<file path="src/logic/scd_pkg.sv">
// Shared constants and carrier types of the system clock source and distribution block.
package scd_pkg;

  ////////////////////////////////////////////////////////////////////////////
  // Register bus.
  localparam int ADDR_W = 8;
  localparam int DATA_W = 32;
  localparam logic [ADDR_W-1:0] REG_CSEL = 8'h00;
  localparam logic [ADDR_W-1:0] REG_DIV = 8'h04;
  localparam logic [ADDR_W-1:0] REG_GATE = 8'h08;
  localparam logic [ADDR_W-1:0] REG_STAT = 8'h0c;

  typedef struct packed {
    logic we;
    logic re;
    logic [ADDR_W-1:0] addr;
    logic [DATA_W-1:0] wdata;
  } scd_bus_req_t;

  ////////////////////////////////////////////////////////////////////////////
  // Clock select register fields.
  localparam int ROOT_LSB = 0;
  localparam int OBS_LSB = 4;
  localparam int LF_SEL_BIT = 8;
  localparam int HFX_EN_BIT = 9;
  localparam int USB_PLL_REF_BIT = 10;
  localparam int SYSTEM_PLL_REF_BIT = 11;

  // Divider register fields; a divide field holds the ratio minus one.
  localparam int DIVF_W = 5;
  localparam int HDIV_LSB = 0;
  localparam int PDIV_LSB = 8;
  localparam int USB_MUX_BIT = 16;
  localparam int DLY_LSB = 20;
  localparam int DLY_W = 2;
  localparam logic [DIVF_W-1:0] RST_HDIV = 5'h0f;
  localparam logic [DIVF_W-1:0] RST_PDIV = 5'h0f;

  // Clock gating register fields; a set bit stops the clock, but the touch bit stops the touch logic clock only in power mode 2.
  localparam int NUM_PERIPH = 7;
  localparam int PERIPH_LSB = 0;
  localparam int ANALOG_GATE_BIT = 7;
  localparam int TOUCH_GATE_BIT = 8;
  localparam int SPI_GATE_BIT = 9;

  // Status register fields.
  localparam int STAT_BUSY_BIT = 2;
  localparam int STAT_PWR_LSB = 4;

  ////////////////////////////////////////////////////////////////////////////
  // Sources and modes.
  typedef enum logic [1:0] {
    SCD_ROOT_HF_RC = 2'b00,
    SCD_ROOT_HF_XTAL = 2'b01,
    SCD_ROOT_SYSTEM_PLL = 2'b10,
    SCD_ROOT_TEST = 2'b11
  } scd_root_sel_t;

  localparam int SRC_N = 7;
  localparam int SRC_HF_RC = 0;
  localparam int SRC_HF_XTAL = 1;
  localparam int SRC_LF_RC = 2;
  localparam int SRC_LF_XTAL = 3;
  localparam int SRC_SYSTEM_PLL = 4;
  localparam int SRC_USB_PLL = 5;
  localparam int SRC_TEST = 6;

  localparam logic [1:0] PWR_MODE2 = 2'h2;
  localparam int DCC_W = 6;
  localparam int DLY_DEPTH = 4;

  // Gate slots: peripherals, then high-speed SPI, front end, ADC, touch logic, touch ADC.
  localparam int G_SPI = NUM_PERIPH;
  localparam int G_AFE = NUM_PERIPH + 1;
  localparam int G_ADC = NUM_PERIPH + 2;
  localparam int G_TLOG = NUM_PERIPH + 3;
  localparam int G_TADC = NUM_PERIPH + 4;
  localparam int NUM_GATES = NUM_PERIPH + 5;

endpackage : scd_pkg

</file>
<file path="src/logic/scd_clk_div.sv">
// Glitch-free integer clock divider, 1 to 32, with coordinated release.
`timescale 1ns/10ps
module scd_clk_div
  import scd_pkg::*;
(
  // Clock and reset.
  input wire logic ref_clk_i,
  input wire logic rst_i,
  input wire logic ce_i,
  // Input clock as a sampled level and its rising edge.
  input wire logic in_lvl_i,
  input wire logic in_rise_i,
  // Control.
  input wire logic [scd_pkg::DIVF_W-1:0] div_i,
  input wire logic load_i,
  input wire logic go_i,
  // Results.
  output logic ready_o,
  output logic clk_o
);
  import scd_pkg::*;

  typedef struct packed {
    logic [DIVF_W-1:0] cnt;
    logic [DIVF_W-1:0] cur;
    logic pend;
    logic hold;
    logic out;
  } scd_div_st_t;

  scd_div_st_t q, d;

  ////////////////////////////////////////////////////////////////////////////
  // A new ratio is taken only at a period end; the output then waits high,
  // which stretches the high phase instead of cutting it short.
  always_comb begin
    d = q;
    if (load_i) begin
      d.pend = 1'b1;
    end
    if (in_rise_i && !q.hold) begin
      if (q.cnt == q.cur) begin
        d.cnt = '0;
        if (q.pend || load_i) begin
          d.hold = 1'b1;
          d.pend = 1'b0;
        end
      end else begin
        d.cnt = q.cnt + 5'h01;
      end
    end
    if (go_i && q.hold) begin
      d.hold = 1'b0;
      d.cur = div_i;
      d.cnt = '0;
    end
    if (d.hold) begin
      d.out = 1'b1;
    end else if (d.cur == '0) begin
      d.out = in_lvl_i;
    end else begin
      d.out = (d.cnt <= (d.cur >> 1));
    end
  end

  // State register.
  always_ff @(posedge ref_clk_i) begin
    if (rst_i) begin
      q <= '{cnt: '0, cur: RST_HDIV, pend: 1'b0, hold: 1'b0, out: 1'b0};
    end else if (ce_i) begin
      q <= d;
    end
  end

  assign ready_o = q.hold;
  assign clk_o = q.out;

  // A held divider keeps its output high until released.
  a_hold_high: assert property (@(posedge ref_clk_i) disable iff (rst_i)
    q.hold |-> q.out) else $error("divider output low while holding");

endmodule : scd_clk_div

</file>
<file path="src/logic/scd_clk_gate.sv">
// Clock gate whose enable changes only while the clock is low.
`timescale 1ns/10ps
module scd_clk_gate (
  // Clock and reset.
  input wire logic ref_clk_i,
  input wire logic rst_i,
  input wire logic ce_i,
  // Clock level in, enable in, gated clock out.
  input wire logic clk_lvl_i,
  input wire logic en_i,
  output logic clk_o
);

  typedef struct packed {
    logic en;
    logic out;
  } scd_gate_st_t;

  scd_gate_st_t q, d;

  ////////////////////////////////////////////////////////////////////////////
  // The enable is sampled only in the low phase, so no high pulse is clipped.
  always_comb begin
    d = q;
    if (!clk_lvl_i) begin
      d.en = en_i;
    end
    d.out = clk_lvl_i & q.en;
  end

  // State register.
  always_ff @(posedge ref_clk_i) begin
    if (rst_i) begin
      q <= '{en: 1'b1, out: 1'b0};
    end else if (ce_i) begin
      q <= d;
    end
  end

  assign clk_o = q.out;

  a_gate_low: assert property (@(posedge ref_clk_i) disable iff (rst_i)
    $changed(q.en) |-> !$past(clk_lvl_i)) else $error("gate enable moved in high phase");

endmodule : scd_clk_gate

</file>
<file path="src/logic/scd_clock_top.sv">
// Root and low-frequency clock selection, division, phase delay and gating.
`timescale 1ns/10ps
module scd_clock_top
  import scd_pkg::*;
(
  // Clock, reset and clock enable.
  input wire logic ref_clk_i,
  input wire logic rst_i,
  input wire logic ce_i,
  // Register port.
  input wire scd_pkg::scd_bus_req_t bus_i,
  output logic [scd_pkg::DATA_W-1:0] rdata_o,
  // Oscillator and PLL outputs, asynchronous to the reference clock.
  input wire logic [scd_pkg::SRC_N-1:0] src_i,
  // Power mode from the power controller.
  input wire logic [1:0] pwr_mode_i,
  // Oscillator and PLL controls.
  output logic hf_xtal_en_o,
  output logic duty_corr_en_o,
  output logic system_pll_ref_o,
  output logic usb_pll_ref_o,
  // Derived clocks.
  output logic hf_xtal_clk_o,
  output logic low_freq_clk_o,
  output logic rtc_clk_o,
  output logic timer_lf_rc_o,
  output logic timer_lf_xtal_o,
  output logic root_clk_o,
  output logic core_clk_o,
  output logic bus_clk_o,
  output logic irq_clk_o,
  output logic periph_clk_o,
  output logic usb_ctrl_clk_o,
  output logic usb_phy_clk_o,
  output logic obs_clk_o,
  output logic [scd_pkg::NUM_GATES-1:0] gated_clk_o
);
  import scd_pkg::*;

  ////////////////////////////////////////////////////////////////////////////
  // State of the block.
  typedef struct packed {
    logic [SRC_N-1:0] s1;
    logic [SRC_N-1:0] s2;
    logic [1:0] root_sel;
    logic [3:0] obs_sel;
    logic lf_sel;
    logic hfx_en;
    logic usb_pll_ref;
    logic system_pll_ref;
    logic [DIVF_W-1:0] hdiv;
    logic [DIVF_W-1:0] pdiv;
    logic usb_mux;
    logic [DLY_W-1:0] dly;
    logic [NUM_PERIPH-1:0] periph_off;
    logic analog_off;
    logic touch_off;
    logic spi_off;
    logic [DATA_W-1:0] rdata;
    logic load;
    logic go;
    logic root;
    logic root_prev;
    logic [DLY_DEPTH-1:0] dly_line;
    logic sys_clk;
    logic xtal_prev;
    logic [DCC_W-1:0] dcc_cnt;
    logic [DCC_W-1:0] dcc_per;
    logic dcc_out;
    logic low_freq_clock;
    logic rtc_clk;
    logic lf_rc;
    logic lf_xtal;
    logic usb_phy;
    logic system_pll_ref_clk;
    logic usb_pll_ref_clk;
    logic obs;
  } scd_top_st_t;

  scd_top_st_t q, d;

  logic hclk, pclk, peripheral_unit_clock;
  logic h_rdy, p_rdy, u_rdy;
  logic [DIVF_W-1:0] udiv;
  logic root_rise;
  logic [NUM_GATES-1:0] gate_in, gate_en;

  ////////////////////////////////////////////////////////////////////////////
  // The USB control divider uses the core ratio, or half of it, truncated.
  always_comb begin
    if (!q.usb_mux) begin
      udiv = q.hdiv;
    end else if (q.hdiv == '0) begin
      udiv = '0;
    end else begin
      // Worked one bit wider so that a ratio of 32 does not wrap to zero.
      udiv = DIVF_W'((({1'b0, q.hdiv} + 6'h01) >> 1) - 6'h01);
    end
  end

  assign root_rise = q.root & !q.root_prev;

  // Three parallel root dividers: core, peripheral and USB control.
  scd_clk_div u_hdiv (
    .ref_clk_i (ref_clk_i),
    .rst_i (rst_i),
    .ce_i (ce_i),
    .in_lvl_i (q.root),
    .in_rise_i (root_rise),
    .div_i (q.hdiv),
    .load_i (q.load),
    .go_i (q.go),
    .ready_o (h_rdy),
    .clk_o (hclk)
  );

  scd_clk_div u_pdiv (
    .ref_clk_i (ref_clk_i),
    .rst_i (rst_i),
    .ce_i (ce_i),
    .in_lvl_i (q.root),
    .in_rise_i (root_rise),
    .div_i (q.pdiv),
    .load_i (q.load),
    .go_i (q.go),
    .ready_o (p_rdy),
    .clk_o (pclk)
  );

  scd_clk_div u_udiv (
    .ref_clk_i (ref_clk_i),
    .rst_i (rst_i),
    .ce_i (ce_i),
    .in_lvl_i (q.root),
    .in_rise_i (root_rise),
    .div_i (udiv),
    .load_i (q.load),
    .go_i (q.go),
    .ready_o (u_rdy),
    .clk_o (peripheral_unit_clock)
  );

  ////////////////////////////////////////////////////////////////////////////
  // Gate inputs and enables; analog and touch clocks take the undelayed core
  // clock so that their sampling phase differs from the digital system.
  always_comb begin
    gate_in = '0;
    gate_en = '0;
    gate_in[NUM_PERIPH-1:0] = {NUM_PERIPH{pclk}};
    gate_en[NUM_PERIPH-1:0] = ~q.periph_off;
    gate_in[G_SPI] = q.sys_clk;
    gate_en[G_SPI] = !q.spi_off;
    gate_in[G_AFE] = hclk;
    gate_in[G_ADC] = hclk;
    gate_en[G_AFE] = !q.analog_off;
    gate_en[G_ADC] = !q.analog_off;
    gate_in[G_TLOG] = hclk;
    gate_en[G_TLOG] = !(q.touch_off && (pwr_mode_i == PWR_MODE2));
    gate_in[G_TADC] = hclk;
    gate_en[G_TADC] = !q.touch_off;
  end

  // One gate per gated clock.
  genvar gi;
  generate
    for (gi = 0; gi < NUM_GATES; gi++) begin : g_gate
      scd_clk_gate u_gate (
        .ref_clk_i (ref_clk_i),
        .rst_i (rst_i),
        .ce_i (ce_i),
        .clk_lvl_i (gate_in[gi]),
        .en_i (gate_en[gi]),
        .clk_o (gated_clk_o[gi])
      );
    end
  endgenerate

  ////////////////////////////////////////////////////////////////////////////
  // Next-state logic: synchronisers, register port, selection and delay.
  always_comb begin
    d = q;
    d.s1 = src_i;
    d.s2 = q.s1;
    d.load = 1'b0;
    d.go = 1'b0;
    d.rdata = '0;

    // Register writes.
    if (bus_i.we) begin
      unique case (bus_i.addr)
        REG_CSEL: begin
          d.root_sel = bus_i.wdata[ROOT_LSB +: 2];
          d.obs_sel = bus_i.wdata[OBS_LSB +: 4];
          d.lf_sel = bus_i.wdata[LF_SEL_BIT];
          d.hfx_en = bus_i.wdata[HFX_EN_BIT];
          d.usb_pll_ref = bus_i.wdata[USB_PLL_REF_BIT];
          d.system_pll_ref = bus_i.wdata[SYSTEM_PLL_REF_BIT];
        end
        REG_DIV: begin
          d.hdiv = bus_i.wdata[HDIV_LSB +: DIVF_W];
          d.pdiv = bus_i.wdata[PDIV_LSB +: DIVF_W];
          d.usb_mux = bus_i.wdata[USB_MUX_BIT];
          d.dly = bus_i.wdata[DLY_LSB +: DLY_W];
          d.load = 1'b1;
        end
        REG_GATE: begin
          d.periph_off = bus_i.wdata[PERIPH_LSB +: NUM_PERIPH];
          d.analog_off = bus_i.wdata[ANALOG_GATE_BIT];
          d.touch_off = bus_i.wdata[TOUCH_GATE_BIT];
          d.spi_off = bus_i.wdata[SPI_GATE_BIT];
        end
        default: begin
        end
      endcase
    end

    // Register reads answer in the next cycle only; unmapped reads give zero.
    if (bus_i.re) begin
      unique case (bus_i.addr)
        REG_CSEL: begin
          d.rdata[ROOT_LSB +: 2] = q.root_sel;
          d.rdata[OBS_LSB +: 4] = q.obs_sel;
          d.rdata[LF_SEL_BIT] = q.lf_sel;
          d.rdata[HFX_EN_BIT] = q.hfx_en;
          d.rdata[USB_PLL_REF_BIT] = q.usb_pll_ref;
          d.rdata[SYSTEM_PLL_REF_BIT] = q.system_pll_ref;
        end
        REG_DIV: begin
          d.rdata[HDIV_LSB +: DIVF_W] = q.hdiv;
          d.rdata[PDIV_LSB +: DIVF_W] = q.pdiv;
          d.rdata[USB_MUX_BIT] = q.usb_mux;
          d.rdata[DLY_LSB +: DLY_W] = q.dly;
        end
        REG_GATE: begin
          d.rdata[PERIPH_LSB +: NUM_PERIPH] = q.periph_off;
          d.rdata[ANALOG_GATE_BIT] = q.analog_off;
          d.rdata[TOUCH_GATE_BIT] = q.touch_off;
          d.rdata[SPI_GATE_BIT] = q.spi_off;
        end
        REG_STAT: begin
          d.rdata[ROOT_LSB +: 2] = q.root_sel;
          d.rdata[STAT_BUSY_BIT] = h_rdy | p_rdy | u_rdy;
          d.rdata[STAT_PWR_LSB +: 2] = pwr_mode_i;
        end
        default: begin
        end
      endcase
    end

    // Release all dividers at once when the last one is ready.
    d.go = h_rdy && p_rdy && u_rdy && !q.go;

    // Root clock selection.
    unique case (scd_root_sel_t'(q.root_sel))
      SCD_ROOT_HF_RC: d.root = q.s2[SRC_HF_RC];
      SCD_ROOT_HF_XTAL: d.root = q.dcc_out;
      SCD_ROOT_SYSTEM_PLL: d.root = q.s2[SRC_SYSTEM_PLL];
      SCD_ROOT_TEST: d.root = q.s2[SRC_TEST];
    endcase
    d.root_prev = q.root;

    // Duty correction: high for half of the last measured crystal period.
    d.xtal_prev = q.s2[SRC_HF_XTAL];
    if (!q.hfx_en) begin
      d.dcc_cnt = '0;
      d.dcc_out = 1'b0;
    end else begin
      if (q.s2[SRC_HF_XTAL] && !q.xtal_prev) begin
        d.dcc_per = q.dcc_cnt;
        d.dcc_cnt = '0;
      end else if (q.dcc_cnt != '1) begin
        d.dcc_cnt = q.dcc_cnt + 6'h01;
      end
      d.dcc_out = (d.dcc_cnt <= (q.dcc_per >> 1));
    end

    // Phase delay of the digital system clock.
    d.dly_line = {q.dly_line[DLY_DEPTH-2:0], hclk};
    d.sys_clk = q.dly_line[q.dly];

    // Low-frequency, real-time, timer, PLL reference and observation clocks.
    d.low_freq_clock = q.lf_sel ? q.s2[SRC_LF_XTAL] : q.s2[SRC_LF_RC];
    d.rtc_clk = q.s2[SRC_LF_XTAL];
    d.lf_rc = q.s2[SRC_LF_RC];
    d.lf_xtal = q.s2[SRC_LF_XTAL];
    d.usb_phy = q.s2[SRC_USB_PLL];
    d.system_pll_ref_clk = q.system_pll_ref ? q.dcc_out : q.s2[SRC_HF_RC];
    d.usb_pll_ref_clk = q.usb_pll_ref ? q.dcc_out : q.s2[SRC_HF_RC];
    unique case (q.obs_sel)
      4'h0: d.obs = q.root;
      4'h1: d.obs = q.low_freq_clock;
      4'h2: d.obs = hclk;
      4'h3: d.obs = q.sys_clk;
      4'h4: d.obs = q.sys_clk;
      4'h5: d.obs = pclk;
      4'h6: d.obs = peripheral_unit_clock;
      4'h7: d.obs = q.usb_phy;
      4'hc: d.obs = q.rtc_clk;
      default: d.obs = 1'b0;
    endcase
  end

  ////////////////////////////////////////////////////////////////////////////
  // State register; reset leaves the RC oscillator divided by sixteen.
  always_ff @(posedge ref_clk_i) begin
    if (rst_i) begin
      q <= '0;
      q.root_sel <= SCD_ROOT_HF_RC;
      q.hdiv <= RST_HDIV;
      q.pdiv <= RST_PDIV;
    end else if (ce_i) begin
      q <= d;
    end
  end

  // Outputs.
  assign rdata_o = q.rdata;
  assign hf_xtal_en_o = q.hfx_en;
  assign duty_corr_en_o = q.hfx_en;
  assign system_pll_ref_o = q.system_pll_ref_clk;
  assign usb_pll_ref_o = q.usb_pll_ref_clk;
  assign hf_xtal_clk_o = q.dcc_out;
  assign low_freq_clk_o = q.low_freq_clock;
  assign rtc_clk_o = q.rtc_clk;
  assign timer_lf_rc_o = q.lf_rc;
  assign timer_lf_xtal_o = q.lf_xtal;
  assign root_clk_o = q.root;
  assign core_clk_o = q.sys_clk;
  assign bus_clk_o = q.sys_clk;
  assign irq_clk_o = q.sys_clk;
  assign periph_clk_o = pclk;
  assign usb_ctrl_clk_o = peripheral_unit_clock;
  assign usb_phy_clk_o = q.usb_phy;
  assign obs_clk_o = q.obs;

  ////////////////////////////////////////////////////////////////////////////
  // Checks.
  a_reset_slow_core: assert property (@(posedge ref_clk_i)
    $fell(rst_i) |-> (q.hdiv == RST_HDIV) && (q.root_sel == SCD_ROOT_HF_RC))
    else $error("reset divider or source wrong");

  a_root_rc_path: assert property (@(posedge ref_clk_i) disable iff (rst_i)
    ce_i && q.root_sel == SCD_ROOT_HF_RC && $stable(q.root_sel) && $past(ce_i)
    |=> q.root == $past(q.s2[SRC_HF_RC])) else $error("root not following RC");

  a_root_pll_path: assert property (@(posedge ref_clk_i) disable iff (rst_i)
    ce_i && q.root_sel == SCD_ROOT_SYSTEM_PLL |=> !ce_i || q.root == $past(q.s2[SRC_SYSTEM_PLL]))
    else $error("root not following PLL");

  a_rtc_from_xtal: assert property (@(posedge ref_clk_i) disable iff (rst_i)
    ce_i |=> !ce_i || rtc_clk_o == $past(q.s2[SRC_LF_XTAL]))
    else $error("real-time clock not from crystal");

  a_usb_phy_src: assert property (@(posedge ref_clk_i) disable iff (rst_i)
    ce_i ##1 ce_i |-> usb_phy_clk_o == $past(q.s2[SRC_USB_PLL]))
    else $error("phy clock not from USB PLL");

  a_release_together: assert property (@(posedge ref_clk_i) disable iff (rst_i)
    q.go |-> $past(h_rdy && p_rdy && u_rdy)) else $error("early divider release");

  a_release_aligned: assert property (@(posedge ref_clk_i) disable iff (rst_i)
    (q.go && ce_i) |=> !h_rdy && !p_rdy && !u_rdy) else $error("dividers left unaligned");

  a_analog_pair: assert property (@(posedge ref_clk_i) disable iff (rst_i)
    q.analog_off && !hclk && ce_i ##1 ce_i |=> !gated_clk_o[G_AFE] && !gated_clk_o[G_ADC])
    else $error("front-end clocks running while stopped");

  a_touch_mode2: assert property (@(posedge ref_clk_i) disable iff (rst_i)
    q.touch_off && pwr_mode_i != PWR_MODE2 && !hclk && ce_i ##1 hclk && ce_i
    |=> gated_clk_o[G_TLOG]) else $error("touch logic gated outside power mode 2");

  a_dcc_with_xtal: assert property (@(posedge ref_clk_i) disable iff (rst_i)
    !q.hfx_en ##1 ce_i |-> !hf_xtal_clk_o) else $error("corrected crystal runs while off");

  a_read_once: assert property (@(posedge ref_clk_i) disable iff (rst_i)
    ce_i && !bus_i.re |=> rdata_o == '0) else $error("read data outside its cycle");

endmodule : scd_clock_top

</file>
<file path="config.mk">
export PLATFORM = sky130hd
export DESIGN_NAME = scd_clock_top
export DESIGN_NICKNAME = d
export VERILOG_FILES = /design/src/logic/scd_pkg.sv /design/src/logic/scd_clk_div.sv /design/src/logic/scd_clk_gate.sv /design/src/logic/scd_clock_top.sv
export SDC_FILE = /design/constraint.sdc
export NUM_CORES = 1
export LEC_CHECK = 0
export BUFFER_PORTS_ARGS = -buffer_cell sky130_fd_sc_hd__buf_2
export CELL_PAD_IN_SITES_DETAIL_PLACEMENT = 0
export CELL_PAD_IN_SITES_GLOBAL_PLACEMENT = 1
export CORE_ASPECT_RATIO = 1.75
export CORE_MARGIN = 5
export CORE_UTILIZATION = 30
export CTS_BUF_LIST = sky130_fd_sc_hd__clkbuf_2
export DETAILED_ROUTE_END_ITERATION = 16
export MAX_ROUTING_LAYER = met4
export PLACE_DENSITY_LB_ADDON = 0.1
export SLEW_MARGIN = 20
export SYNTH_ARGS = -nofsm -noshare
export SYNTH_HDL_FRONTEND = slang
export SYNTH_HIERARCHICAL = 1
export SYNTH_SLANG_ARGS = --single-unit
</file>
<file path="constraint.sdc">
create_clock -name ref_clk_i -period 3.3 [get_ports ref_clk_i]
set_clock_uncertainty 0.1 [all_clocks]
set_input_delay 0.495 -clock ref_clk_i [delete_from_list [all_inputs] [get_ports ref_clk_i]]
set_output_delay 0.495 -clock ref_clk_i [all_outputs]
set_load 0.01 [all_outputs]
</file>
==> run_results.csv, run 1 <==
group,metric,value,unit
sta,period_minus_slack,3080,ps
clocking,cts_buffer_depth,2,
sta,timing.hold.ws,134,ps
hold_path,whs_path_depth,4,
power,switchingPower,944,µW
yosys,async_reset_ff_share,0,%
yosys,synth_compound_area_share,13.9,%
yosys,synth_area_per_cell,9.03,µm²
yosys,synth_edf_count,0,
setup_path,rr_worst_depth,14,
setup_path,crit_family,"compound AO/OA/AOI/OAI gates",
floorplan,die_area,31600,µm²
clocking,cts_max_level,4,
placement,gp_congestion,0.747,
setup_path,required,3920,ps
sta,maxSlewViolCount,0,
sta,max_freq,325,MHz
cells_and_area,syn_to_final_growth,14.7,%
route,wl,24600,µm
setup_path,end_kind,"flop",
clocking,clock-sinks,155,
yosys,synthXorXnorAreaFrac,3.12,%
clocking,cts-root-buf,"clkbuf_2",
setup_path,crit_type,"flop to flop",
clocking,cts_tree,"done",
setup_path,path_cells,"inv_1, ha_4, inv_1, ha_1, xor2_1, o21ai_0, a22o_1, mux2i_1, ha_1, nor2b_1, o211ai_1, a21oi_1, a311o_1, a311oi_2",
sta,timing.final.hold_violations,0,
global_routing,first_global_vias,6765,
global_routing,gr-total-overflow,0,
floorplan,start_util,30.2,%
setup_path,worst_setup_path_start_kind,"flop",
flow_run,cap_violations,0,
setup_path,cpMaxStageDelayCell,"dfxtp_2",
power,switching_share,27.7,%
power,power.internal,2460,µW
route,drc_errors,0,
setup_path,worstPathArrival,3690,ps
cells_and_area,fillCellCount,2966,
route,viasPerCell,4.79,
sta,rsz0062_at_grt,"no",
setup_path,r2r_start,"q[81]$_SDFFE_PP1P_",
cells_and_area,post-route-cell-area,9650,µm²
yosys,synth.area.mux_share,12.0,%
cells_and_area,nets,1098,
route,vias,6740,
sta,final.setup.tns,0,ps
yosys,synthesis.area,8410,µm²
yosys,netlist-cell-type-count,65,
clocking,path_clk_slew,230,ps
clocking,postCtsSetupRepairBufs,0,
yosys,synthFlopType,"dfxtp_1",
power,pwr_density_cell,353,nW/µm²
clocking,cts_made_buffers,17,
power,power_frac_seq,56.6,%
yosys,synth-simple-area-share,22.5,%
floorplan,chipWidth,137,µm
power,vdd_drop_max,213,µV
cells_and_area,multiInputGateArea,4700,µm²
setup_path,slowest_delay,410,ps
hold_path,hold_class,"input port to flop",
yosys,synthAdderAreaFrac,3.57,%
sta,setup_violations,0,
cells_and_area,drive_above_1_share,19.5,%
yosys,synth-seq-cells,155,
setup_path,path_max_fanout,5,
setup_path,r2r_setup_slack,220,ps
global_routing,grt_max_degree,104,
clocking,clk-insertion-delay-late,790,ps
status,status,"complete, no violations",
sta,worstMarginPinSlew,672,ps
placement,placed_area,9070,µm²
yosys,syn_inst,932,
power,pwr-share-comb,9.6,%
sta,post-route-period-util,93.2,%
global_routing,grt_pass1_wl,38300,µm
setup_path,r2r-end,"u_udiv/clk_o$_SDFFE_PP0P_",
floorplan,ioPinCount,115,
sta,slew_headroom,54.8,%
route,ant_nets,0,
floorplan,std_cell_rows,81,
global_routing,antenna_found_initial,1,
route,routedWlPerCell,17.5,µm
route,dr.pass1.iters,4,
setup_path,path_buf_inv,2,
yosys,ys_warn_count,6,
placement,port_buffers,82,
cells_and_area,seq_area,3110,µm²
hold_path,min_to,"q[74]$_SDFFE_PP0P_",
yosys,seq_area_frac_synth,36.9,%
placement,hpwl,17600,µm
global_routing,grt_use_total,16.2,%
floorplan,coreArea,27900,µm²
power,pwr-share-clk,33.8,%
power,leakage,0.00408,µW
floorplan,die_h,232,µm
setup_path,startpoint,"q[81]$_SDFFE_PP1P_",
route,drt_iter0_drc,233,
hold_path,hp-start,"bus_i[41]",
yosys,synth_top_family_by_area,"simple AND/OR/NAND/NOR gates",
## per-layer routing
metal | up-vias | track usage [%] | wire length, µm | share of wire [%]
li1 | 3396 | - | - | -
met3 | 19 | 2.89 | 684 | 2.8
met5 | - | - | 0 | 0
met4 | 0 | 4.92 | 375 | 1.5
met2 | 89 | 29.2 | 13300 | 54
met1 | 3236 | 18.1 | 10200 | 42
## per-stage QoR
| step | cells | power (µW) | utilization [%] | setup WS, ps |
|---|---|---|---|---|
| floorplan | 947 | 2160 | - | 287 |
| global placement | 1342 | 2270 | 32.5 | 179 |
| detailed placement | 1342 | 2270 | 32.5 | 140 |
| CTS | 1406 | 3500 | 34.6 | 99.8 |
| global route | 1407 | 3580 | 34.6 | 51.2 |
| finish | 1407 | 3410 | 34.6 | 223 |
## placed cells by master (no fill, tap or decap), types with 5 or more instances in the layout
cell / Yosys / layout
a211o_1: 10 / 10
a211oi_1: 11 / 11
a21oi_1: 39 / 39
a21oi_2: 12 / 12
a22oi_1: 9 / 9
a311o_1: 6 / 6
a32oi_1: 10 / 10
and3_1: 5 / 5
buf_2: 17 / 80
buf_4: 37 / 27
clkbuf_2: 0 / 19
conb_1: 1 / 16
dfxtp_1: 155 / 153
dlygate4sd3_1: 0 / 32
ha_1: 24 / 23
inv_1: 41 / 41
mux2i_1: 87 / 87
nand2_1: 35 / 35
nand2b_1: 27 / 27
nand3_1: 20 / 20
nand3b_1: 7 / 7
nand4_1: 14 / 14
nor2_1: 144 / 144
nor2b_1: 12 / 12
nor2b_4: 12 / 12
nor3_1: 16 / 16
o211ai_1: 9 / 9
o21ai_0: 16 / 16
or2_2: 10 / 10
or2b_1: 7 / 7
xnor2_1: 8 / 8
xor2_1: 22 / 22
## Yosys cell counts (all sizes together), types with 9 or more instances
master    n  area share [%]
nand2b   27             2.0
a211o    10             1.0
xor2     22             2.3
nand4    14             1.0
nand2    35             1.6
inv      41             1.8
a211oi   11            0.98
o21ai    17             1.0
clkbuf   29             1.3
ha       24             3.6
dfxtp   155              37
nor2b    24             2.9
nand3    23             1.8
a21oi    51             3.6
mux2i    87              10
buf      59             4.9
nor3     16            0.95
a32oi    10             1.0
o211ai    9            0.80
a22oi     9            0.80
or2      11            0.82
nor2    144             6.4
## sequential cells by signal, indices dropped and copies added, names as in the netlist, 11 cells and up
| register | flops |
|---|---|
| u_hdiv/q | 11 |
| u_pdiv/q | 11 |
| rdata_o | 16 |
| u_udiv/q | 11 |
| q | 51 |
| g_gate.u_gate/clk_o | 12 |
| d | 14 |
| g_gate.u_gate/q | 12 |
## power by group through the flow
stage / clock network, µW / logic, µW / registers [µW]
after global placement: 0 / 308 / 1970
after global routing: 1290 / 359 / 1940
final: 1150 / 327 / 1930
after CTS: 1240 / 334 / 1930
after detailed placement: 0 / 308 / 1970
after floorplan: 0 / 184 / 1970
## cell type report
| class | instances | area share [%] |
|---|---|---|
| clock inverter | 13 | 1.56 |
| clock buffer | 19 | 0.985 |
| antenna | 1 | 0.0259 |
| inverter | 41 | 1.59 |
| multi-input combinational | 663 | 48.7 |
| sequential | 155 | 32.2 |
| tap | 373 | 4.83 |
| timing repair buffer | 142 | 10.1 |
## worst min-delay path: cells and delay by family
family | cells | cell delay [ps]
multiplexers | 1 | 100
AND/OR/NAND/NOR | 2 | 260
buffers and inverters | 1 | 110
## worst max-delay path by stage
stage	to	slack [ps]	depth (start not counted)
after detailed placement	u_udiv/clk_o$_SDFFE_PP0P_	140	14
after CTS	u_udiv/clk_o$_SDFFE_PP0P_	100	11
after global routing	u_udiv/clk_o$_SDFFE_PP0P_	50	14
after floorplan	u_udiv/clk_o$_SDFFE_PP0P_	290	14
after global placement	u_udiv/clk_o$_SDFFE_PP0P_	180	11
final	u_udiv/clk_o$_SDFFE_PP0P_	220	14
## cell families (layout without fill, tap and decap cells)
family | Yosys count | in the layout
compound gates | 158 | 158
fa+ha+maj | 24 | 24
mux | 95 | 95
xor+xnor | 30 | 30
flops | 155 | 155
other cells | 1 | 17
simple gates | 340 | 340
buf+inv | 129 | 215
## repair_timing
item                                    in CTS  in global routing
gates resized for setup                      0                  3
endpoints found under the hold margin       74                  0
hold buffers                                32                  0
endpoints found under the setup margin       0                  1
No activity file was read; power rests on OpenSTA's default activity.
==> run 2, diff against run 1 <==
Settings changed: SYNTH_HIERARCHICAL 1 to unset.
==> run 2 against run 1 <==
- core utilization hardly changed
- via count shrank 3.8%
- first-iteration DRC count is 9.9% higher
- wire length is 2.2% lower
- sequential share of layout area is 2.0 points higher
- critical endpoint is now u_udiv.clk_o$_SDFFE_PP0P_
- critical path depth rose by 1
- combinational power fell by 8.9%
- non-clock buffer count increased by 4
- setup slack better by 66 ps
- largest cell class unchanged
==> run_results.csv, run 2 <==
group,metric,value,unit
cells_and_area,layout.cells.non_filler,1319,
cells_and_area,largest_reg_flops,51,
global_routing,gr-total-overflow,0,
sta,layout_setup_ws,290,ps
yosys,synth_top_family_by_area,"simple AND/OR/NAND/NOR gates",
floorplan,die_h,225,µm
yosys,yosysTopAreaCellShare,38.8,%
clocking,clk-insertion-delay-late,820,ps
setup_path,path_cells,"inv_1, ha_1, inv_1, ha_1, xnor2_1, xnor2_1, o211a_1, ha_1, nor2b_1, o21ai_0, nand2b_1, a21oi_1, o22a_1, mux2i_1, a211oi_1",
yosys,netlist-cell-type-count,70,
setup_path,setup.worst_path.end,"u_udiv.clk_o$_SDFFE_PP0P_",
cells_and_area,fillCellCount,2834,
setup_path,cpMostUsedCell,"ha_1",
yosys,synth_largest_area_cell,"dfxtp_1",
cells_and_area,largest-register,"q",
placement,gp_congestion,0.796,
setup_path,r2r_setup_slack,290,ps
hold_path,hold_class,"input port to flop",
yosys,synthTopCellsByArea,"dfxtp_1 39%, mux2i_1 9.4%, nor2_1 6.6%, buf_4 4.8%, ha_1 3.8%",
global_routing,grt_max_degree,85,
yosys,synth.most_common_cell,"dfxtp_1",
sta,maxSlewViolCount,0,
placement,port_buffers,82,
setup_path,r2r-end,"u_udiv.clk_o$_SDFFE_PP0P_",
sta,rsz0062_at_grt,"no",
route,vias,6484,
floorplan,coreArea,26000,µm²
yosys,ys_warn_count,0,
cells_and_area,nets,1062,
setup_path,worstPathArrival,3640,ps
setup_path,path_buf_inv,2,
yosys,synthAdderAreaFrac,3.80,%
clocking,clock-sinks,153,
clocking,cts-root-buf,"clkbuf_2",
global_routing,first_global_vias,6573,
clocking,cts_buffer_depth,2,
placement,place_ws,186,ps
yosys,seq_area_frac_synth,38.8,%
cells_and_area,drive_above_1_share,17.8,%
setup_path,cp.depth,15,
sta,period_minus_slack,3010,ps
cells_and_area,multiInputGateArea,4230,µm²
setup_path,rr_worst_depth,15,
setup_path,r2r_start,"q[82]$_SDFFE_PP1P_",
sta,final.setup.tns,0,ps
yosys,synthesis.area,7890,µm²
global_routing,grt_pass1_wl,37500,µm
route,routedWlPerCell,18.2,µm
yosys,synthXorXnorAreaFrac,3.22,%
cells_and_area,seq_area,3070,µm²
sta,max_freq,332,MHz
global_routing,grt_use_total,16.8,%
cells_and_area,syn_to_final_growth,13.9,%
power,leakage,0.00373,µW
status,status,"complete, no violations",
clocking,cts_made_buffers,17,
route,wl,24000,µm
setup_path,slowest_delay,440,ps
power,pwr_density_cell,363,nW/µm²
placement,hpwl,17700,µm
power,vdd_drop_max,237,µV
setup_path,crit_family,"compound AO/OA/AOI/OAI gates",
clocking,cts_tree,"done",
setup_path,cpMaxStageDelayCell,"dfxtp_4",
clocking,path_clk_slew,210,ps
clocking,cts_max_level,4,
route,drt_iter0_drc,256,
setup_path,worst_setup_path_start_kind,"flop",
yosys,synth-seq-cells,153,
yosys,syn_inst,910,
cells_and_area,final_cell_mix,"151 x dfxtp_1, 138 x nor2_1, 80 x buf_2",
route,dr.pass1.iters,4,
route,drc_errors,0,
yosys,synth_edf_count,0,
yosys,async_reset_ff_share,0,%
floorplan,std_cell_rows,78,
route,viasPerCell,4.92,
sta,setup_violations,0,
sta,timing.final.hold_violations,0,
clocking,postCtsSetupRepairBufs,0,
yosys,synth-simple-area-share,21.5,%
sta,worstMarginPinSlew,606,ps
yosys,synthFlopType,"dfxtp_1",
floorplan,start_util,30.4,%
placement,dp.cells,1252,
floorplan,chipWidth,133,µm
global_routing,antenna_found_initial,1,
flow_run,cap_violations,0,
floorplan,die_area,29800,µm²
cells_and_area,final_common_cell,"dfxtp_1",
setup_path,path_max_fanout,7,
sta,post-route-period-util,91.2,%
yosys,synth.area.mux_share,11.2,%
yosys,synthTopCellsByCount,"153 x dfxtp_1, 138 x nor2_1, 74 x mux2i_1, 63 x nand2_1, 53 x a21oi_1",
setup_path,end_kind,"flop",
setup_path,required,3930,ps
sta,slew_headroom,59.6,%
route,ant_nets,0,
floorplan,ioPinCount,115,
setup_path,startpoint,"q[82]$_SDFFE_PP1P_",
yosys,synth_area_per_cell,8.67,µm²
cells_and_area,final_util,34.6,%
yosys,synth_compound_area_share,12.9,%
setup_path,crit_type,"flop to flop",
-- run 2: changes by cell type after synthesis, sizes merged, moves of 8 or more --
cell,previous run,this run
o211ai,9,0
nand2b,27,19
a211o,10,21
inv,41,14
nand2,35,63
a32oi,10,1
clkbuf,29,41
nor2b,24,15
mux2i,87,74
nand3,23,39
-- run 2: worst min path at each step --
stage / startpoint / cells after the start / to / slack [ps]
after floorplan: g_gate[7].u_gate.q[1]$_SDFFE_PP1P_ / 1 / g_gate[7].u_gate.q[1]$_SDFFE_PP1P_ / 340
after global placement: q[14]$_SDFFE_PP0P_ / 2 / q[14]$_SDFFE_PP0P_ / 350
after detailed placement: q[12]$_SDFFE_PP0P_ / 2 / q[12]$_SDFFE_PP0P_ / 350
after CTS: bus_i[34] / 4 / rdata_o[6]$_SDFFE_PP0P_ / 30
after global routing: bus_i[34] / 4 / rdata_o[6]$_SDFFE_PP0P_ / 110
final: bus_i[34] / 4 / rdata_o[6]$_SDFFE_PP0P_ / 140
-- run 2: repair_timing --
item,CTS,global route
setup endpoints to repair,0,1
hold buffers,33,0
resized for setup,0,3
endpoints found under the hold margin,67,0
-- run 2: report_power, final --
part	switching (µW)	total (µW)	internal, µW
logic	173	298	124
clock network	691	1040	346
registers	35.8	1920	1890
-- run 2: final cells by class --
| type | count | share of cell area (%) |
|---|---|---|
| clock buffer | 21 | 1.17 |
| antenna | 2 | 0.0557 |
| tap | 320 | 4.45 |
| inverter | 14 | 0.585 |
| sequential | 153 | 34.1 |
| timing repair buffer | 146 | 11.4 |
| multi-input combinational | 652 | 47.0 |
| clock inverter | 11 | 1.17 |
-- run 2: cell families after synthesis --
logic type      count (synthesis)
mux                            84
fa+ha+maj                      24
buf+inv                       120
other cells                     1
xor+xnor                       29
compound gates                156
simple gates                  343
flops                         153
-- run 2: through the flow --
stage / cell area (µm²) / hold WS (ps) / power [µW]
CTS: 8980 / 31.0 / 3340
global placement: 8440 / 347 / 2240
global route: 8990 / 106 / 3420
detailed placement: 8440 / 349 / 2240
floorplan: 7950 / 336 / 2140
finish: 8990 / 142 / 3260
-- run 2: worst reg2reg max path, cell delays in order, from the launching register on --
cell,delay (ps)
dfxtp_4,440
inv_1,60
ha_1,300
inv_1,60
ha_1,240
xnor2_1,150
xnor2_1,140
o211a_1,230
ha_1,300
nor2b_1,130
o21ai_0,140
nand2b_1,70
a21oi_1,140
o22a_1,150
mux2i_1,60
a211oi_1,210
-- run 2: routing by layer --
metal | part of all wire, % | track usage [%] | routed length [µm] | up-vias
met3 | 2.4 | 2.48 | 566 | 25
met4 | 3.1 | 7.42 | 740 | 0
met2 | 56 | 31.9 | 13300 | 96
met5 | 0 | - | 0 | -
met1 | 39 | 16.8 | 9370 | 3098
li1 | - | - | - | 3265
